`src/supply_status_map.vh`:
```
// command codes, field positions, reset values and timing for the status and protection block
`ifndef SUPPLY_STATUS_MAP_VH
`define SUPPLY_STATUS_MAP_VH

// command codes on the parsed command port
`define CMD_EVT_W        4'h0
`define CMD_EVT_Q        4'h1
`define CMD_EVT_ENA_W    4'h2
`define CMD_EVT_ENA_Q    4'h3
`define CMD_UVP_EN_W     4'h4
`define CMD_UVP_EN_Q     4'h5
`define CMD_UVL_W        4'h6
`define CMD_UVL_Q        4'h7
`define CMD_UVP_DLY_W    4'h8
`define CMD_UVP_DLY_Q    4'h9
`define CMD_CP_EN_W      4'ha
`define CMD_CP_EN_Q      4'hb
`define CMD_CP_LVL_W     4'hc
`define CMD_CP_LVL_Q     4'hd
`define CMD_COND_Q       4'he
`define CMD_PROT_CLR     4'hf

// operational event register bit positions
`define BIT_CONSTANT_POWER_ACTIVE  15
`define BIT_POWER_LIMIT_ARMED      14
`define BIT_EXT_CURRENT_REF        13
`define BIT_EXT_VOLTAGE_REF        12
`define BIT_CURRENT_FOLDBACK_ARMED 11
`define BIT_OUTPUT_GATE_ON         10
`define BIT_INTERLOCK_ARMED        9
`define BIT_LOW_VOLTAGE_TRIP       8
`define BIT_FRONT_PANEL_CONTROL    7
`define BIT_SEQUENCE_STEP_RUNNING  6
`define BIT_FOLDBACK_ARMED         5
`define BIT_AUTO_RESTART_ARMED     4
`define BIT_TRIGGER_PENDING        3
`define BIT_FAULT_FREE             2
`define BIT_CURRENT_REGULATING     1
`define BIT_VOLTAGE_REGULATING     0

// reset values
`define RST_EVT_ENA      16'hffff
`define RST_UVP_EN       1'b0
`define RST_UVL          16'h0000
`define RST_UVP_DLY      8'h01
`define RST_CP_EN        1'b0
`define RST_CP_LVL       20'h00000

// limits and ratios
`define UVP_DLY_MIN      8'h01
`define UVP_DLY_MAX      8'hff
`define PCT_DEN          5'h14
`define PCT_NUM_BELOW    5'h13

// timing: one delay step is 0.1 s
`define CLK_PERIOD_NS    20
`define UVP_STEP_NS      100000000
`define UVP_STEP_CYC     (`UVP_STEP_NS / `CLK_PERIOD_NS)

`endif

```
`src/run_state_event_capture.v`:
```
// rising-edge capture of condition bits into a clear-on-read event latch
`timescale 1ns/10ps
`default_nettype none

module run_state_event_capture #(
    parameter WIDTH = 16
) (
    input wire clk_sys_i,
    input wire sys_rst_i,
    input wire [WIDTH-1:0] cond_i,
    input wire [WIDTH-1:0] ena_i,
    input wire clr_i,
    output wire [WIDTH-1:0] evt_o
);

    reg [WIDTH-1:0] cond_prev_r;
    reg [WIDTH-1:0] evt_r;
    reg [WIDTH-1:0] evt_nxt;
    wire [WIDTH-1:0] rise;

    // a level that only stays high produces no rise
    assign rise = cond_i & ~cond_prev_r;

    // a rise in the read cycle survives the clear and is seen on the next read
    always @* begin
        evt_nxt = clr_i ? {WIDTH{1'b0}} : evt_r;
        evt_nxt = evt_nxt | (rise & ena_i);
    end

    always @(posedge clk_sys_i or posedge sys_rst_i) begin
        if (sys_rst_i) begin
            cond_prev_r <= {WIDTH{1'b0}};
            evt_r <= {WIDTH{1'b0}};
        end else begin
            cond_prev_r <= cond_i;
            evt_r <= evt_nxt;
        end
    end

    assign evt_o = evt_r;

endmodule // run_state_event_capture

`default_nettype wire

```
`src/supply_status_event_and_uvp.v`:
```
// operational event register, under-voltage protection and constant-power settings
`timescale 1ns/10ps
`default_nettype none
`include "supply_status_map.vh"

module supply_status_event_and_uvp #(
    parameter V_W = 16,
    parameter P_W = 20,
    parameter [V_W-1:0] RATED_V = 16'h1770,
    parameter [P_W-1:0] P_MAX_DW = 20'h02710,
    parameter STEP_CYC = `UVP_STEP_CYC
) (
    input wire clk_sys_i,
    input wire sys_rst_i,
    input wire cmd_valid_i,
    input wire [3:0] cmd_code_i,
    input wire [31:0] cmd_data_i,
    input wire [15:0] cond_i,
    input wire [V_W-1:0] vset_i,
    input wire [V_W-1:0] vmeas_i,
    input wire out_on_i,
    output reg rsp_valid_o,
    output reg rsp_err_o,
    output reg [31:0] rsp_data_o,
    output reg out_disable_o,
    output reg low_voltage_trip_o,
    output reg uvp_active_o,
    output reg cp_en_o,
    output reg [P_W-1:0] cp_level_o,
    output reg [V_W-1:0] low_voltage_limit_o
);

    localparam CNT_W = 32;
    localparam [CNT_W-1:0] STEP_LAST = STEP_CYC - 1;

    // 95% of a voltage, rounded down
    function [V_W-1:0] below_pct;
        input [V_W-1:0] v;
        reg [V_W+4:0] prod;
        reg [V_W+4:0] quo;
        begin
            prod = v * `PCT_NUM_BELOW;
            quo = prod / `PCT_DEN;
            below_pct = quo[V_W-1:0];
        end
    endfunction

    // tenths of a watt to whole watts, nearest
    function [P_W-1:0] round_w;
        input [P_W-1:0] p;
        reg [P_W:0] s;
        reg [P_W:0] quo;
        begin
            s = {1'b0, p} + {{(P_W-3){1'b0}}, 4'h5};
            quo = s / 4'ha;
            round_w = quo[P_W-1:0];
        end
    endfunction

    // an accepted command of one code in this cycle
    function wr_hit;
        input ok;
        input [3:0] got;
        input [3:0] want;
        begin
            wr_hit = ok & (got == want);
        end
    endfunction

    reg [15:0] evt_ena_r;
    reg uvp_en_r;
    reg [V_W-1:0] uvl_r;
    reg [7:0] uvp_dly_r;
    reg cp_en_r;
    reg [P_W-1:0] cp_lvl_r;
    reg trip_r;
    reg [CNT_W-1:0] tick_cnt_r;
    reg [7:0] step_cnt_r;
    reg evt_clr;
    reg rsp_err_nxt;
    reg [31:0] rsp_data_nxt;
    reg [15:0] cond_vec;

    wire [15:0] evt_val;
    wire [V_W-1:0] uvl_ceil;
    wire [V_W+4:0] uvl_x20;
    wire uvl_usable;
    wire uvp_act;
    wire fault;
    wire step_tick;
    wire wr_ok;

    assign uvl_ceil = below_pct(vset_i);
    assign uvl_x20 = uvl_r * `PCT_DEN;
    assign uvl_usable = uvl_x20 >= RATED_V;
    assign uvp_act = uvp_en_r & uvl_usable;
    assign fault = uvp_act & out_on_i & (vmeas_i <= uvl_r) & ~trip_r;
    assign step_tick = fault & (tick_cnt_r == STEP_LAST);
    assign wr_ok = cmd_valid_i & ~rsp_err_nxt;

    // two bits reflect this block's own settings; the rest come from the supply
    always @* begin
        cond_vec = 16'h0000;
        cond_vec[`BIT_CONSTANT_POWER_ACTIVE] = cond_i[`BIT_CONSTANT_POWER_ACTIVE];
        cond_vec[`BIT_POWER_LIMIT_ARMED] = cp_en_r;
        cond_vec[`BIT_EXT_CURRENT_REF] = cond_i[`BIT_EXT_CURRENT_REF];
        cond_vec[`BIT_EXT_VOLTAGE_REF] = cond_i[`BIT_EXT_VOLTAGE_REF];
        cond_vec[`BIT_CURRENT_FOLDBACK_ARMED] = cond_i[`BIT_CURRENT_FOLDBACK_ARMED];
        cond_vec[`BIT_OUTPUT_GATE_ON] = cond_i[`BIT_OUTPUT_GATE_ON];
        cond_vec[`BIT_INTERLOCK_ARMED] = cond_i[`BIT_INTERLOCK_ARMED];
        cond_vec[`BIT_LOW_VOLTAGE_TRIP] = uvp_en_r;
        cond_vec[`BIT_FRONT_PANEL_CONTROL] = cond_i[`BIT_FRONT_PANEL_CONTROL];
        cond_vec[`BIT_SEQUENCE_STEP_RUNNING] = cond_i[`BIT_SEQUENCE_STEP_RUNNING];
        cond_vec[`BIT_FOLDBACK_ARMED] = cond_i[`BIT_FOLDBACK_ARMED];
        cond_vec[`BIT_AUTO_RESTART_ARMED] = cond_i[`BIT_AUTO_RESTART_ARMED];
        cond_vec[`BIT_TRIGGER_PENDING] = cond_i[`BIT_TRIGGER_PENDING];
        cond_vec[`BIT_FAULT_FREE] = cond_i[`BIT_FAULT_FREE];
        cond_vec[`BIT_CURRENT_REGULATING] = cond_i[`BIT_CURRENT_REGULATING];
        cond_vec[`BIT_VOLTAGE_REGULATING] = cond_i[`BIT_VOLTAGE_REGULATING];
    end

    // command decode: answer data and refusal
    always @* begin
        rsp_err_nxt = 1'b0;
        rsp_data_nxt = 32'h00000000;
        evt_clr = 1'b0;
        case (cmd_code_i)
            // the event latch has no write path; the refusal is the only effect
            `CMD_EVT_W: begin
                rsp_err_nxt = 1'b1;
            end
            `CMD_EVT_Q: begin
                rsp_data_nxt = {16'h0000, evt_val};
                evt_clr = cmd_valid_i;
            end
            `CMD_EVT_ENA_W: begin
                rsp_err_nxt = |cmd_data_i[31:16];
            end
            `CMD_EVT_ENA_Q: begin
                rsp_data_nxt = {16'h0000, evt_ena_r};
            end
            `CMD_UVP_EN_W: begin
                rsp_err_nxt = |cmd_data_i[31:1];
            end
            `CMD_UVP_EN_Q: begin
                rsp_data_nxt = {31'h00000000, uvp_en_r};
            end
            `CMD_UVL_W: begin
                rsp_err_nxt = |cmd_data_i[31:V_W];
            end
            `CMD_UVL_Q: begin
                rsp_data_nxt = {{(32-V_W){1'b0}}, uvl_r};
            end
            `CMD_UVP_DLY_W: begin
                rsp_err_nxt = (|cmd_data_i[31:8]) | (cmd_data_i[7:0] < `UVP_DLY_MIN);
            end
            `CMD_UVP_DLY_Q: begin
                rsp_data_nxt = {24'h000000, uvp_dly_r};
            end
            `CMD_CP_EN_W: begin
                rsp_err_nxt = |cmd_data_i[31:1];
            end
            `CMD_CP_EN_Q: begin
                rsp_data_nxt = {31'h00000000, cp_en_r};
            end
            `CMD_CP_LVL_W: begin
                rsp_err_nxt = (|cmd_data_i[31:P_W]) | (cmd_data_i[P_W-1:0] > P_MAX_DW);
            end
            `CMD_CP_LVL_Q: begin
                rsp_data_nxt = {{(32-P_W){1'b0}}, round_w(cp_lvl_r)};
            end
            `CMD_COND_Q: begin
                rsp_data_nxt = {16'h0000, cond_vec};
            end
            `CMD_PROT_CLR: begin
                rsp_err_nxt = 1'b0;
            end
            default: begin
                rsp_err_nxt = 1'b1;
            end
        endcase
    end

    run_state_event_capture #(
        .WIDTH(16)
    ) u_evt (
        .clk_sys_i(clk_sys_i),
        .sys_rst_i(sys_rst_i),
        .cond_i(cond_vec),
        .ena_i(evt_ena_r),
        .clr_i(evt_clr),
        .evt_o(evt_val)
    );

    // settings registers
    always @(posedge clk_sys_i or posedge sys_rst_i) begin
        if (sys_rst_i) begin
            evt_ena_r <= `RST_EVT_ENA;
            uvp_en_r <= `RST_UVP_EN;
            uvl_r <= `RST_UVL;
            uvp_dly_r <= `RST_UVP_DLY;
            cp_en_r <= `RST_CP_EN;
            cp_lvl_r <= `RST_CP_LVL;
        end else begin
            if (wr_hit(wr_ok, cmd_code_i, `CMD_EVT_ENA_W)) begin
                evt_ena_r <= cmd_data_i[15:0];
            end
            if (wr_hit(wr_ok, cmd_code_i, `CMD_UVP_EN_W)) begin
                uvp_en_r <= cmd_data_i[0];
            end
            // the limit follows the programmed voltage down as well as being clamped on write
            if (wr_hit(wr_ok, cmd_code_i, `CMD_UVL_W)) begin
                if (cmd_data_i[V_W-1:0] > uvl_ceil) begin
                    uvl_r <= uvl_ceil;
                end else begin
                    uvl_r <= cmd_data_i[V_W-1:0];
                end
            end else if (uvl_r > uvl_ceil) begin
                uvl_r <= uvl_ceil;
            end
            if (wr_hit(wr_ok, cmd_code_i, `CMD_UVP_DLY_W)) begin
                uvp_dly_r <= cmd_data_i[7:0];
            end
            if (wr_hit(wr_ok, cmd_code_i, `CMD_CP_EN_W)) begin
                cp_en_r <= cmd_data_i[0];
            end
            if (wr_hit(wr_ok, cmd_code_i, `CMD_CP_LVL_W)) begin
                cp_lvl_r <= cmd_data_i[P_W-1:0];
            end
        end
    end

    // delay timer: restarts whenever the fault goes away, so a brief dip cannot trip
    always @(posedge clk_sys_i or posedge sys_rst_i) begin
        if (sys_rst_i) begin
            tick_cnt_r <= {CNT_W{1'b0}};
            step_cnt_r <= 8'h00;
            trip_r <= 1'b0;
        end else begin
            if (!fault) begin
                tick_cnt_r <= {CNT_W{1'b0}};
                step_cnt_r <= 8'h00;
            end else if (step_tick) begin
                tick_cnt_r <= {CNT_W{1'b0}};
                step_cnt_r <= step_cnt_r + 8'h01;
            end else begin
                tick_cnt_r <= tick_cnt_r + 1'b1;
            end
            // clear takes priority only when no new trip lands in the same cycle
            if (step_tick && (step_cnt_r + 8'h01) == uvp_dly_r) begin
                trip_r <= 1'b1;
            end else if (wr_hit(wr_ok, cmd_code_i, `CMD_PROT_CLR)) begin
                trip_r <= 1'b0;
            end
        end
    end

    // answer port and registered outputs
    always @(posedge clk_sys_i or posedge sys_rst_i) begin
        if (sys_rst_i) begin
            rsp_valid_o <= 1'b0;
            rsp_err_o <= 1'b0;
            rsp_data_o <= 32'h00000000;
            out_disable_o <= 1'b0;
            low_voltage_trip_o <= 1'b0;
            uvp_active_o <= 1'b0;
            cp_en_o <= 1'b0;
            cp_level_o <= {P_W{1'b0}};
            low_voltage_limit_o <= {V_W{1'b0}};
        end else begin
            rsp_valid_o <= cmd_valid_i;
            if (cmd_valid_i) begin
                rsp_err_o <= rsp_err_nxt;
                rsp_data_o <= rsp_data_nxt;
            end
            out_disable_o <= trip_r;
            low_voltage_trip_o <= trip_r;
            uvp_active_o <= uvp_act;
            cp_en_o <= cp_en_r;
            cp_level_o <= cp_lvl_r;
            low_voltage_limit_o <= uvl_r;
        end
    end

endmodule // supply_status_event_and_uvp

`default_nettype wire

```
`config.mk`:
```
export PLATFORM = sky130hd
export DESIGN_NAME = supply_status_event_and_uvp
export DESIGN_NICKNAME = d
export VERILOG_FILES = /design/src/run_state_event_capture.v /design/src/supply_status_event_and_uvp.v
export VERILOG_INCLUDE_DIRS = /design/src
export SDC_FILE = /design/constraint.sdc
export NUM_CORES = 1
export LEC_CHECK = 0
export BUFFER_PORTS_ARGS = -buffer_cell sky130_fd_sc_hd__buf_4
export CORE_MARGIN = 2
export CORE_UTILIZATION = 56
export CTS_CLUSTER_SIZE = 16
export DETAILED_ROUTE_END_ITERATION = 16
export PLACE_DENSITY = 0.79
export SYNTH_ARGS = -nofsm -noshare
export SYNTH_HDL_FRONTEND = slang
export SYNTH_SLANG_ARGS = --single-unit
```
`constraint.sdc`:
```
create_clock -name clk_sys_i -period 7.15 [get_ports clk_sys_i]
set_clock_uncertainty 0.2 [all_clocks]
set_input_delay 1.0725 -clock clk_sys_i [delete_from_list [all_inputs] [get_ports clk_sys_i]]
set_output_delay 1.0725 -clock clk_sys_i [all_outputs]
set_load 0.02 [all_outputs]
```
Word-level counts from Yosys, hierarchy flattened --
Cells that the tools add are included.
Operators by class: add/sub/neg operators 3, multiply operators 2, divide/modulo/power cells 2, order comparisons 6, eq/ne operators 18, multiplexer cells 13, bitwise operators 21, reduce and logical (&&, ||, !) cells 10
Operators by type and width (count):
- $pmux 20 s8 | 1
- $mux 16 | 4
- $mux 32 | 2
- $add 32x1->32 const B | 1
- $and 16x16->16 | 2
- $eq 32x23->1 const B | 1
- $eq 4x4->1 const B | 8
- $gt 16x16->1 | 2
- $reduce_or 31->1 | 1
- $reduce_or 24->1 | 1
- $add 20x3->21 const B | 1
- $div 21x4->21 const B | 1
- $div 21x5->21 const B | 1
- $ge 21x13->1 const B | 1
- $mul 16x5->21 const B | 1
- $gt 20x14->1 const B | 1
- $mul 16x3->19 const B | 1
- $eq 4x3->1 const B | 4
- $le 16x16->1 | 1
- $mux 8 | 2
- $not 16->16 | 1
- $or 16x16->16 | 1
- $reduce_or 16->1 | 1
- $and 1x1->1 | 13
- 15 further kinds | 22
Word-level totals: bits in registers 208, input bits 88, output and inout port bits 74, word-level logic and storage cells 94

Longest topological paths before layout --
word-level depth 9, depth in mapped cells 53, gate-level depth less buffers 48

Hierarchy --
Synthesis repeated with hierarchy kept, for this count alone.
Unflattened totals: cells, all modules 2050, area, all modules 17500.5 µm²
Modules (own cells, without submodules):
- supply_status_event_and_uvp | times used 1, cells each 1967, area each 16390.7 µm², sequential area each 4075.2 µm²
- run_state_event_capture | times used 1, cells each 83, area each 1109.8 µm², sequential area each 800.8 µm²

Worst setup path before layout --
OpenSTA, ideal clock, no wires.
kind input to register, start point input vset_i[9], end point register uvl_r[0], setup time 124 ps, data arrival time 10189 ps, required time 6826 ps, path slack -3363 ps, stages on the path 47, buffers on the path 4, cell sequence ha_1 -> inv_1 -> fa_1 -> inv_1 -> ha_1 -> buf_2 -> a21oi_1 -> a311o_1 -> a21o_1 -> a221oi_4 -> o21ai_1 -> o211a_1 -> o21ai_2 -> inv_2 -> or3_1 -> and4_1 -> clkbuf_1 -> or4_1 -> [11 not listed] -> o32ai_1 -> o21ai_0 -> mux2i_1 -> a21o_1 -> ha_1 -> nand3_1 -> o22ai_1 -> o21a_1 -> o21a_1 -> o21ai_0 -> nand2b_1 -> a21oi_1 -> nor3_1 -> a211oi_1 -> o21ai_0 -> clkbuf_1 -> nand2_1 -> o31a_1
Between the ends: word-level cells in the longest chain between the ends 5, elaborated cells between the ends (all ways) 8, those cells by class 1 x mul; 1 x div; 2 x order compare; 3 x mux; 1 x reduce/logical
RTL lines:
- from (decl) | RTL line supply_status_event_and_uvp.v:19 | input wire [V_W-1:0] vset_i,
- $mul 16x5->21 (no source line) *
- $div 21x5->21 (no source line) *
- $gt 16x16->1 | RTL line supply_status_event_and_uvp.v:213 | if (cmd_data_i[V_W-1:0] > uvl_ceil) begin
- $mux 16 | RTL line supply_status_event_and_uvp.v:213
- $mux 16 | RTL line supply_status_event_and_uvp.v:212 | if (wr_hit(wr_ok, cmd_code_i, `CMD_UVL_W)) begin
- to (signal assigned) | RTL line supply_status_event_and_uvp.v:214 | uvl_r <= uvl_ceil;
- to (signal assigned) | RTL line supply_status_event_and_uvp.v:216 | uvl_r <= cmd_data_i[V_W-1:0];
- to (signal assigned) | RTL line supply_status_event_and_uvp.v:219 | uvl_r <= uvl_ceil;
- to (decl) | RTL line supply_status_event_and_uvp.v:72 | reg [V_W-1:0] uvl_r;
Every way passes the cells marked *; elsewhere a longest branch is shown, timed or not. The select of a mux whose other input is x is not followed. A chain may end at the register's enable or synchronous reset.

Final worst setup path --
start point input vset_i[7], end point register uvl_r[0]
Same word-level chain as after synthesis.

==> metrics.yaml <==
floorplanning:
  die-width_um: 178
  start_util_pct: 57.1
  core_um2: 29700
  io-pin-count: 162
  rows: 63
  die_h_um: 178
  fp.dieArea_um2: 31700
synth:
  synth_warnings: 0
  yosysSeqAreaShare_pct: 28.6
  ys_types: 118
  synth_edf_count: 0
  async_flop_share_pct: 100
  synthFlopType: "dfrtp_1"
  syn_area_per_cell_um2: 8.55
  ys_ff_latch: 193
  synth_cells: 1986
  syn-cell-area_um2: 17000
sta:
  max_freq_mhz: 89.7
  hold_viol_final: 0
  rsz0062_at_grt: "true"
  min_period_ps: 11150
  report.final.slew_viol_count: 0
  tns_ps: -63540
  setup_viol: 18
  post-route-period-util_pct: 156
  slew-limit-headroom_pct: 13.1
  fin_ws_ps: -4000
  worstMarginPinSlew_ps: 1300
  worst_hold_slack_ps: 240
worst_setup_path:
  crit_top_cell: "buf_4"
  start_kind: "input pin"
  path_max_fanout: 7
  critPathCaptureType: "register"
  critPathKind: "input pin to register"
  crit_arrival_ps: 11290
  critPathMaxStageDelay_ps: 520
  critical_path_required_ps: 7290
  crit_path_top_delay_cell: "fa_1"
flow_run:
  cap_violations: 0
drt:
  drtPass1Iterations: 9
  drtIter0Drc: 2246
  drt_drc_violations_left: 0
  met2_length_um: 31500
  top_layer_used: "met4"
  vias: 19400
  dr_wl_met3_um: 5410
  wl_um: 64500
  drtAntennaViolNets: 0
  wl_per_cell_um: 22.0
  m1WireLength_um: 23600
  vias_per_cell: 6.62
place:
  globalplace.congestion: 0.956
  port_buffers: 145
  postPlaceCellArea_um2: 21300
  hpwl_um: 43900
finish:
  fin_area_um2: 23800
  nFillCells: 1896
  nets: 2745
  regArea_um2: 4860
  fin_util_pct: 80.0
  drive_gt1_share_pct: 37.6
  area_growth_pct: 40.0
  multiInputGateArea_um2: 12800
grt:
  grt_overflow: 0
  grt_max_degree: 111
  grt_usage_pct: 38.5
  first_global_vias: 18500
  antenna_found_initial: 5
  grt_pass1_wl_um: 96700
clock_tree:
  cts.sinks: 193
  root_buffer: "clkbuf_16"
  clk_latency_ps: 460
  clk_pin_slew_ps: 80
  h-tree-depth: 4
  cts_tree: "done"
  cts_buffers: 17
  cts_buffer_depth: 2
  ctsHoldBuffers: 0
min_path:
  hold_path_class: "register to register"
run_status:
  violations: "setup timing"
  status: "finished with violations"
-- what timing repair did --
item,CTS,global route
pin swaps,30,100
setup buffers,37,34
endpoints found under the setup margin,18,20
gates resized for setup,109,167
gates cloned,2,1
-- cell families after synthesis --
kind of cell	after synthesis	share of synthesized area (%)
simple gates	704	20.8
compound gates	612	26.0
flops	193	28.6
buf+inv	171	4.64
fa+ha+maj	133	10.3
xor+xnor	116	6.07
mux	56	3.57
other cells	1	0.0221
-- layout by cell type (no fill, tap or decap), types with 59 or more instances in the layout --
| cell type | netlist | final |
|---|---|---|
| nand2_1 | 179 | 169 |
| dfrtp_1 | 176 | 172 |
| buf_4 | 24 | 571 |
| inv_1 | 72 | 65 |
| nand3_1 | 69 | 64 |
| ha_1 | 116 | 98 |
| o21ai_0 | 122 | 96 |
| xnor2_1 | 63 | 59 |
| nor2_1 | 185 | 166 |
| a21oi_1 | 115 | 92 |
-- cells in the mapped netlist, drive strengths merged (29+ instances only) --
master / number / area share [%]
nor4: 29 / 1.4
ha: 116 / 8.6
inv: 74 / 1.6
a21oi: 120 / 3.6
xor2: 53 / 2.8
dfrtp: 176 / 26
nand3: 71 / 2.2
xnor2: 63 / 3.3
buf: 47 / 1.8
mux2: 37 / 2.5
nor3: 43 / 1.4
nand4: 44 / 1.7
o211ai: 31 / 1.4
o21ai: 132 / 4.0
clkbuf: 47 / 1.1
nand2: 180 / 4.0
nor2: 185 / 4.1
-- worst max-delay path: cells and delay by family --
| kind | cells | cell delay (ps) |
|---|---|---|
| AO/OA/AOI/OAI | 29 | 6190 |
| AND/OR/NAND/NOR | 5 | 730 |
| multiplexers | 2 | 330 |
| adder cells (fa/ha/maj) | 4 | 1240 |
| buffers and inverters | 12 | 1710 |
-- registers in the layout (all words and copies together) (netlist names), 16 cells and up --
register	count
rsp_data_o	18
u_evt.evt_o	16
cp_level_o	20
uvl_r	16
cp_lvl_r	20
tick_cnt_r	32
low_voltage_limit_o	16
u_evt.cond_prev_r	16
evt_ena_r	16
-- cell type report --
type	count	share of cell area [%]
multi-input combinational	1635	53.8
sequential	193	20.4
timing repair buffer	604	19.7
tap	390	2.05
clock buffer	17	1.79
inverter	76	1.26
clock inverter	15	0.874
antenna	4	0.0421
timing repair inverter	1	0.0316
-- worst paths after layout --
check | startpoint | end | slack, ps | cells past startpoint
min in group asynchronous | sys_rst_i | tick_cnt_r[23]$_DFF_PP0_ | 560 | 2
worst max-delay path | vset_i[7] | uvl_r[0]$_DFFE_PP0P_ | -4000 | 52
max in group asynchronous | sys_rst_i | step_cnt_r[5]$_DFFE_PP0P_ | 4630 | 3
worst max register to register | cp_lvl_r[1]$_DFFE_PP0P_ | rsp_data_o[0]$_DFFE_PP0P_ | -320 | 29
worst min-delay path | u_evt.cond_prev_r[2]$_DFF_PP0_ | u_evt.evt_o[2]$_DFF_PP0_ | 240 | 1
worst min register to register | u_evt.cond_prev_r[2]$_DFF_PP0_ | u_evt.evt_o[2]$_DFF_PP0_ | 240 | 1
-- stage by stage --
stage          worst slack, ps  std cells
5_1_grt                  -4220       2934
4_1_cts                  -3370       2899
3_5_place_dp             -4370       2828
6_report                 -4000       2935
3_3_place_gp             -4020       2828
2_1_floorplan            -2900       1999
-- metal layers --
metal | vias up | track usage [%]
met3 | 326 | 6.16
met5 | - | 0
met2 | 1242 | 66.5
met1 | 9323 | 45.6
li1 | 8552 | -
met4 | 0 | 21.2
Power is not shown: default switching activity piles up to over one toggle a cycle in this logic, so the estimate is an artifact.
